File: config.mk
export PLATFORM = sky130hd
export DESIGN_NAME = dif_core
export DESIGN_NICKNAME = d
export VERILOG_FILES = /design/src/rtl/dif_pkg.sv /design/src/rtl/dif_core.sv
export VERILOG_INCLUDE_DIRS = /design/src /design/src/rtl
export SDC_FILE = /design/constraint.sdc
export NUM_CORES = 1
export LEC_CHECK = 0
export BUFFER_PORTS_ARGS = -buffer_cell sky130_fd_sc_hd__buf_4
export CORE_ASPECT_RATIO = 0.5
export CORE_MARGIN = 10
export CORE_UTILIZATION = 40
export CTS_CLUSTER_DIAMETER = 200
export DETAILED_ROUTE_END_ITERATION = 10
export PLACE_DENSITY = 0.68
export SKIP_CTS_REPAIR_TIMING = 1
export SYNTH_ARGS = -nofsm -noshare
export SYNTH_HDL_FRONTEND = slang
export SYNTH_SLANG_ARGS = --single-unit
File: constraint.sdc
create_clock -name i_clk_sys -period 1.86 [get_ports i_clk_sys]
set_input_delay 0.372 -clock i_clk_sys [delete_from_list [all_inputs] [get_ports i_clk_sys]]
set_output_delay 0.372 -clock i_clk_sys [all_outputs]
set_load 0.02 [all_outputs]
File: src/rtl/dif_regs.svh
// register map, field positions, event masks and reset values of the decoder interrupt flags
`ifndef DIF_REGS_SVH
`define DIF_REGS_SVH

`define DIF_OFF_STAT     8'h00
`define DIF_OFF_MASK     8'h10
`define DIF_OFF_PEND     8'h20

`define DIF_POS_INTERLACE_CHANGE_FLAG     0
`define DIF_POS_HPLL     1
`define DIF_POS_VLOCK    2
`define DIF_POS_FIELD    3
`define DIF_POS_CAPT     4
`define DIF_POS_COLOR    8
`define DIF_POS_CPA      10
`define DIF_POS_CPB      11
`define DIF_POS_CPC      12
`define DIF_POS_VPS      16
`define DIF_POS_WIDE     17
`define DIF_POS_CAPTION  18
`define DIF_POS_PFAIL    24
`define DIF_POS_SCERR    25

`define DIF_VALID_MASK   32'h0307_1f1f
`define DIF_RISE_MASK    32'h0300_0000
`define DIF_RST_MASK     32'h0000_0000
`define DIF_RST_PEND     32'h0000_0000
`define DIF_RST_WORD     32'h0000_0000

`endif

File: src/rtl/dif_pkg.sv
// types shared by the decoder interrupt flag block
package dif_pkg;
   typedef logic [31:0] dif_word_t;
   typedef logic [7:0]  dif_addr_t;
   typedef logic [7:0]  dif_byte_t;
   typedef logic [14:0] dif_src_t;
   typedef enum logic [1:0] {
      DIF_GRP_STAT = 2'b00,
      DIF_GRP_MASK = 2'b01,
      // group code is address bits [5:4]: 0x00, 0x10, 0x20
      DIF_GRP_PEND = 2'b10
   } dif_grp_t;
endpackage : dif_pkg

File: src/rtl/dif_core.sv
// decoder interrupt flags: source sync, change detect, sticky flags, masks, apb slave
`include "dif_regs.svh"

module dif_core (
   input  wire logic              i_clk_sys,
   input  wire logic              i_rst_n,
   input  wire logic              i_psel,
   input  wire logic              i_penable,
   input  wire logic              i_pwrite,
   input  wire dif_pkg::dif_addr_t i_paddr,
   input  wire dif_pkg::dif_word_t i_pwdata,
   input  wire logic [3:0]        i_pstrb,
   output      dif_pkg::dif_word_t o_prdata,
   output logic                   o_pready,
   output logic                   o_pslverr,
   input  wire logic              i_power_fail,
   input  wire logic              i_interlaced,
   input  wire logic              i_hpll_locked,
   input  wire logic              i_vert_locked,
   input  wire logic              i_field_60hz,
   input  wire logic              i_capture_ready,
   input  wire logic [1:0]        i_color_std,
   input  wire logic              i_copy_prot_a,
   input  wire logic              i_copy_prot_b,
   input  wire logic              i_copy_prot_c,
   input  wire logic              i_vps_ident,
   input  wire logic              i_widescreen_ident,
   input  wire logic              i_caption_ident,
   input  wire logic              i_scaler_format_err,
   output logic                   o_irq_n_out,
   output logic                   o_irq_n_oe
);
   import dif_pkg::*;

   // sources may come from other clock domains in the decoder
   dif_src_t  src_raw;
   dif_src_t  sync1_reg;
   dif_src_t  sync2_reg;
   dif_word_t live;
   dif_word_t prev_reg;
   dif_word_t prev_next;
   dif_word_t ev;

   dif_word_t mask_reg;
   dif_word_t mask_next;
   dif_word_t pend_reg;
   dif_word_t pend_next;
   dif_word_t clr;
   logic      irq_reg;
   logic      irq_next;

   dif_word_t prdata_reg;
   dif_word_t prdata_next;
   logic      pready_reg;
   logic      pready_next;
   logic      pslverr_reg;
   logic      pslverr_next;

   logic      setup;
   logic      acc;
   logic      hit;
   dif_grp_t  grp;
   logic [1:0] idx;

   // places the synchronised sources at their status bit positions
   function automatic dif_word_t dif_map(input dif_src_t s);
      dif_word_t w;
      w = `DIF_RST_WORD;
      w[`DIF_POS_INTERLACE_CHANGE_FLAG]    = s[0];
      w[`DIF_POS_HPLL]    = s[1];
      w[`DIF_POS_VLOCK]   = s[2];
      w[`DIF_POS_FIELD]   = s[3];
      w[`DIF_POS_CAPT]    = s[4];
      w[`DIF_POS_COLOR]   = s[5];
      w[`DIF_POS_COLOR+1] = s[6];
      w[`DIF_POS_CPA]     = s[7];
      w[`DIF_POS_CPB]     = s[8];
      w[`DIF_POS_CPC]     = s[9];
      w[`DIF_POS_VPS]     = s[10];
      w[`DIF_POS_WIDE]    = s[11];
      w[`DIF_POS_CAPTION] = s[12];
      w[`DIF_POS_PFAIL]   = s[13];
      w[`DIF_POS_SCERR]   = s[14];
      return w;
   endfunction : dif_map

   // selects the byte lane of one of the four 8-bit registers
   function automatic dif_word_t dif_lane(input logic [1:0] i);
      dif_word_t w;
      w = `DIF_RST_WORD;
      w[8*i +: 8] = 8'hff;
      return w;
   endfunction : dif_lane

   function automatic dif_byte_t dif_pick(input dif_word_t w,
                                          input logic [1:0] i);
      dif_byte_t b;
      b = w[8*i +: 8];
      return b;
   endfunction : dif_pick

   assign src_raw = {i_scaler_format_err, i_power_fail,
                     i_caption_ident, i_widescreen_ident, i_vps_ident,
                     i_copy_prot_c, i_copy_prot_b, i_copy_prot_a,
                     i_color_std, i_capture_ready, i_field_60hz,
                     i_vert_locked, i_hpll_locked, i_interlaced};

   always_ff @(posedge i_clk_sys or negedge i_rst_n) begin
      if (!i_rst_n) begin
         sync1_reg <= 15'h0000;
         sync2_reg <= 15'h0000;
      end else begin
         sync1_reg <= src_raw;
         sync2_reg <= sync1_reg;
      end
   end

   // status reads see this vector directly: no capture at event time
   assign live = dif_map(sync2_reg);

   // level sources flag any change, power fail and scaler error only their onset
   always_comb begin
      prev_next = live;
      ev = ((live ^ prev_reg) & ~`DIF_RISE_MASK)
         | (live & ~prev_reg & `DIF_RISE_MASK);
      ev = ev & `DIF_VALID_MASK;
   end

   always_ff @(posedge i_clk_sys or negedge i_rst_n) begin
      if (!i_rst_n) begin
         prev_reg <= `DIF_RST_WORD;
      end else begin
         prev_reg <= prev_next;
      end
   end

   // apb decode: no wait state, read data is registered in the setup cycle so it comes from a flop
   always_comb begin
      setup = i_psel & ~i_penable;
      acc   = i_psel & i_penable & pready_reg;
      grp   = dif_grp_t'(i_paddr[5:4]);
      idx   = i_paddr[3:2];
      hit   = (i_paddr[7:6] == 2'b00) && (i_paddr[1:0] == 2'b00)
              && (i_paddr[5:4] != 2'b11);
   end

   always_comb begin
      pready_next  = setup;
      pslverr_next = 1'b0;
      prdata_next  = `DIF_RST_WORD;
      if (setup) begin
         pslverr_next = ~hit | (i_pwrite & (grp != DIF_GRP_MASK));
         if (hit && !i_pwrite) begin
            case (grp)
               DIF_GRP_STAT: prdata_next[7:0] = dif_pick(live, idx);
               DIF_GRP_MASK: prdata_next[7:0] = dif_pick(mask_reg, idx);
               DIF_GRP_PEND: prdata_next[7:0] = dif_pick(pend_reg, idx);
               default:      prdata_next      = `DIF_RST_WORD;
            endcase
         end
      end else if (i_psel) begin
         pslverr_next = pslverr_reg;
         prdata_next  = prdata_reg;
      end
   end

   always_ff @(posedge i_clk_sys or negedge i_rst_n) begin
      if (!i_rst_n) begin
         pready_reg  <= 1'b0;
         pslverr_reg <= 1'b0;
         prdata_reg  <= `DIF_RST_WORD;
      end else begin
         pready_reg  <= pready_next;
         pslverr_reg <= pslverr_next;
         prdata_reg  <= prdata_next;
      end
   end

   assign o_pready  = pready_reg;
   assign o_pslverr = pslverr_reg & pready_reg;
   assign o_prdata  = prdata_reg;

   // masks, sticky flags and the interrupt line
   always_comb begin
      mask_next = mask_reg;
      clr       = `DIF_RST_WORD;
      if (acc && !pslverr_reg) begin
         if (i_pwrite && i_pstrb[0]) begin
            mask_next = (mask_reg & ~dif_lane(idx))
                      | (dif_lane(idx) & {4{i_pwdata[7:0]}} & `DIF_VALID_MASK);
         end
         if (!i_pwrite && grp == DIF_GRP_STAT) begin
            clr = dif_lane(idx);
         end
      end
      // set wins over the clearing read in the same cycle
      pend_next = (pend_reg & ~clr) | ev;
      irq_next  = |(pend_reg & mask_reg);
   end

   always_ff @(posedge i_clk_sys or negedge i_rst_n) begin
      if (!i_rst_n) begin
         mask_reg <= `DIF_RST_MASK;
         pend_reg <= `DIF_RST_PEND;
         irq_reg  <= 1'b0;
      end else begin
         mask_reg <= mask_next;
         pend_reg <= pend_next;
         irq_reg  <= irq_next;
      end
   end

   // open drain: only ever drives low, the board pull-up makes the high
   assign o_irq_n_out = 1'b0;
   assign o_irq_n_oe  = irq_reg;

   // ---- checks ----
   logic      mask_wr_seen_reg;

   always_ff @(posedge i_clk_sys or negedge i_rst_n) begin
      if (!i_rst_n) begin
         mask_wr_seen_reg <= 1'b0;
      end else if (acc && i_pwrite) begin
         mask_wr_seen_reg <= 1'b1;
      end
   end
endmodule : dif_core

### Word-level counts from Yosys, hierarchy flattened

Cells that the tools add are included.

| storage, ports and cells | value |
|---|---|
| bits in registers | 144 |
| output and inout bits | 36 |
| logic and storage cells | 62 |

| cells by class | value |
|---|---|
| add/sub/neg operators | 1 |
| eq/ne operators | 5 |
| shift operators | 5 |
| multiplexer cells | 8 |
| bitwise operators | 21 |
| reductions and logical operators | 13 |

Operator list:

| kind | count |
|---|---|
| $and A32 B32 Y32 | 4 |
| $mux W32 | 4 |
| $shiftx A32 B6 Y8 | 3 |
| $not A32 Y32 | 2 |
| $or A32 B26 Y32 | 2 |
| $and A26 B26 Y26 | 2 |
| $neg A5 Y34 | 1 |
| $shift A8 B34 Y32 const A | 1 |
| $shiftx A8 B34 Y32 const A | 1 |
| $reduce_or A32 Y1 | 1 |
| $not A26 Y26 | 1 |
| $or A19 B26 Y26 | 1 |
| $pmux W8 S3 | 1 |
| $xor A19 B19 Y19 | 1 |
| $mux W8 | 1 |
| $logic_and A1 B1 Y1 | 6 |
| $logic_not A2 Y1 | 3 |
| $and A1 B1 Y1 | 5 |
| $ne A2 B1 Y1 const B | 2 |
| $eq A2 B1 Y1 const B | 1 |
| $eq A2 B2 Y1 const B | 1 |
| $logic_not A1 Y1 | 2 |
| $mux W1 | 2 |
| $ne A2 B2 Y1 const B | 1 |
| 3 further kinds | 4 |

### Logic depth before layout (Yosys ltp)

| depth | value |
|---|---|
| word-level depth | 8 |
| depth in mapped cells | 8 |
| gate-level depth less buffers | 6 |

### Worst setup path before layout

No wires, ideal clock.

| path | value |
|---|---|
| path type | input port to flip-flop |
| start | input i_paddr[4] |
| end | register prdata_reg[2], in the netlist o_prdata[2] |
| setup time | 0.125 ns |
| arrival | 1.499 ns |
| required time | 1.735 ns |
| path slack | 0.237 ns |
| stages | 7 |
| buffers on the path | 1 |
| cells stage by stage | inv_1 -> ha_1 -> clkbuf_1 -> nand2_1 -> a221o_1 -> a31oi_1 -> o31ai_1 |

| between the ends | value |
|---|---|
| word-level cells in the longest chain between the ends | 5 |
| elaborated cells on any way between the ends | 9 |

Ends and longest elaborated chain:

| item | line | source |
|---|---|---|
| start: declaration | dif_core.sv:10 | `input wire dif_pkg::dif_addr_t i_paddr,` |
| branches (longest 3 deep; another with $pmux W8 S3) | n/a |  |
| $mux W8 (*) | dif_core.sv:153 | `if (hit && !i_pwrite) begin` |
| $mux W32 (*) | dif_core.sv:151 | `if (setup) begin` |
| end signal: assignment | dif_core.sv:171 | `` prdata_reg <= `DIF_RST_WORD; `` |
| end signal: assignment | dif_core.sv:175 | `prdata_reg <= prdata_next;` |
| end: declaration | dif_core.sv:52 | `dif_word_t prdata_reg;` |

Mark *: on every way between the ends.
A chain may end at the register's enable or synchronous reset.

==> impl_metrics.ini <==
[place]
buffer_ports.inserted = 44
dpl-instance-area_mm2 = 0.00555
place_hpwl_um = 7860
gp_congestion = 0.897

[synthesis]
synth-warning-count = 0
postSynthAreaPerCell_um2 = 12.8
synth_seq_cells = 120
synth_flop_cell = dfrtp_1
ys_async_sr_fraction_pct = 100
synth_edf_count = 0
seq_area_frac_synth_pct = 60.6
post_synth_num_cell_types = 52
synth_area_mm2 = 0.00495
syn-instance-count = 387

[cells_and_area]
drive_above_1_share_pct = 25.9
nets = 523
area_growth_syn_to_layout_pct = 23.9
layout_common_cells = dfrtp_1 (120), buf_4 (57), a22oi_1 (30)
final_util_pct = 51.4
num_antenna_cells = 0
postLayoutCellArea_mm2 = 0.00614
n_fill_cell = 1041
layout_commonest_cell = dfrtp_1

[timing]
fin_skew_ns = 0.0122
slew_viol_final = 0
finalCriticalPeriod_ns = 1.76
grt_setup_unrepaired = no
portion_of_the_clock_cycle_consumed_by_the_worst_path_in_the_final_layout_pct = 94.7
hold_viol = 0
report.final.setup_viol = 0
timing.setup.tns_ns = 0
max_freq_ghz = 0.568

[detailed_routing]
detail_route.drc_violations = 0
drt_first_pass_iters = 4
detailroute.via_count = 3282
wl_per_cell_um = 17.6
routed_wl_um = 11100
drt_iter0_markers = 175
detail-route-antenna-nets = 0
avg_vias_per_cell = 5.18

[clock_network]
max-clock-path-buffers = 2
clkTransAtPathRegs_ns = 0.05
cts_tree = yes
cts_num_sinks = 120
cts-buffers-inserted = 17
worstSkewPairLatency_ns = 0.41
ctsRootBufferMaster = clkbuf_16
ctsHtreeMaxLevel = 4

[critical_path]
regToRegStartpoint = pslverr_reg
worstPathCellList = and4b_2 > nand3_4 > nor3b_4 > buf_4 > mux2_2
worst-endpoint-required_ns = 2.15
timing.critical_path.slowest_cell_delay_ns = 0.39
critical_path_peak_fanout = 6
critical_path_buf_inv_count = 1
critPathTopFamily = simple AND/OR/NAND/NOR gates
rr_worst_depth = 5
timing.reg2reg.setup_slack_ns = 0.1
worstSetupPathType = reg -> reg
slowest_stage = dfrtp_1
cp-start-kind = flop
endpoint_kind = flop
worstSetupStartpoint = pslverr_reg
crit_arrival_ns = 2.05
cp.depth = 5

[die]
die_h_um = 98.7
floorplan.io_pins = 100
rows = 28
core_area_mm2 = 0.0119
design.die.area_mm2 = 0.0175
initial_core_util_pct = 41.5
dieWidth_um = 177

[power_and_ir_drop]
power.net_switching_mw = 1.43
p_int_mw = 4.96
comb_power_share_pct = 7.5
worst_vdd_ir_mv = 0.692
share_seq_of_total_power_pct = 43.0
clock_power_share_pct = 49.5
power.density_mw_per_mm2 = 1040
switching_share_pct = 22.3
post-layout-total-power_mw = 6.38
power.static_leakage_nw = 2.87

[global_routing]
antenna_found_initial = 0
grt_overflow_total = 0
overall_track_demand_over_capacity_in_global_routing_pct = 13.1
first_global_vias = 3339
grt_start_max_net_pins = 43
wire_length_of_the_first_global_routing_pass_um = 17800

[flow_run]
drv.max_cap_violation_count = 0

[hold_path]
min-delay-path-class = in -> reg

[outcome]
status = completed
-- metal layers --
metal / global-route usage (%) / vias up / part of all wire (%)
li1: - / 1488 / -
met1: 17.2 / 1663 / 47
met2: 19.4 / 118 / 45
met3: 4.42 / 13 / 7.4
met4: 5.22 / 0 / 1.3
met5: 0 / - / 0
-- worst min-delay path by stage --
stage                                from      endpoint  cells after the start
after floorplan                   i_rst_n     async pin                      0
after global placement       sync1_reg[2]  sync2_reg[2]                      0
after detailed placement     sync1_reg[5]  sync2_reg[5]                      0
after CTS                         i_rst_n   pend_reg[8]                      1
after global routing        i_vert_locked  sync1_reg[2]                      1
final                     i_capture_ready  sync1_reg[4]                      1
-- cell type report --
| type | instances | area [µm²] | share of cell area, % |
|---|---|---|---|
| flip-flops and latches | 120 | 3000 | 48.9 |
| clock buffers | 23 | 478 | 7.79 |
| clock inverters | 9 | 97.6 | 1.59 |
| multi-input cells | 243 | 1740 | 28.4 |
| inverters | 8 | 30.0 | 0.489 |
| repair buffers | 65 | 578 | 9.42 |
| well taps | 165 | 206 | 3.36 |
-- synthesized netlist by cell type, types with 4 or more instances --
| master | instances | share of area (%) |
|---|---|---|
| dfrtp_1 | 120 | 61 |
| a22oi_1 | 30 | 4.5 |
| buf_4 | 29 | 4.4 |
| mux2_2 | 15 | 3.4 |
| nand2_1 | 15 | 1.1 |
| a21o_1 | 14 | 2.1 |
| nor2b_1 | 14 | 1.8 |
| xor2_1 | 13 | 2.3 |
| a221oi_1 | 12 | 2.1 |
| and2_1 | 12 | 1.5 |
| and2b_1 | 9 | 1.4 |
| inv_1 | 8 | 0.61 |
| a22o_1 | 6 | 1.1 |
| nand4_1 | 6 | 0.76 |
| nor2_1 | 6 | 0.45 |
| and2b_2 | 5 | 0.88 |
| buf_2 | 5 | 0.51 |
| o21ai_0 | 5 | 0.51 |
| o22ai_1 | 5 | 0.63 |
| a21oi_1 | 4 | 0.40 |
| clkbuf_1 | 4 | 0.30 |
| ha_1 | 4 | 1.0 |
| mux2i_1 | 4 | 0.81 |
| nor3_1 | 4 | 0.40 |
-- logic make-up after synthesis --
logic type / count (synthesis) / synth area share (%)
multiplexers: 19 / 4.22
AO/OA/AOI/OAI: 91 / 14.0
adder cells (fa/ha/maj): 4 / 1.01
AND/OR/NAND/NOR: 91 / 11.8
other: 1 / 0.0757
buffers and inverters: 48 / 5.99
XOR/XNOR: 13 / 2.30
flip-flops: 120 / 60.6
-- power groups by stage --
| stage | clock, mW | sequential, mW | combinational, mW |
|---|---|---|---|
| global route | 3.34 | 2.75 | 0.526 |
| finish | 3.16 | 2.75 | 0.479 |
| global placement | 0 | 2.79 | 0.472 |
| CTS | 3.22 | 2.75 | 0.480 |
| floorplan | 0 | 2.79 | 0.285 |
| detailed placement | 0 | 2.79 | 0.478 |
-- metrics by stage --
stage          instances  setup slack [ns]  hold slack (ns)
6_report             633            0.0992           0.0639
4_1_cts              632            0.0878          -0.0576
2_1_floorplan        411             0.237           0.0764
5_1_grt              633            0.0428           0.0505
3_3_place_gp         600            0.0315            0.331
3_5_place_dp         600            0.0326            0.336
No activity file was read; power rests on OpenSTA's default activity.
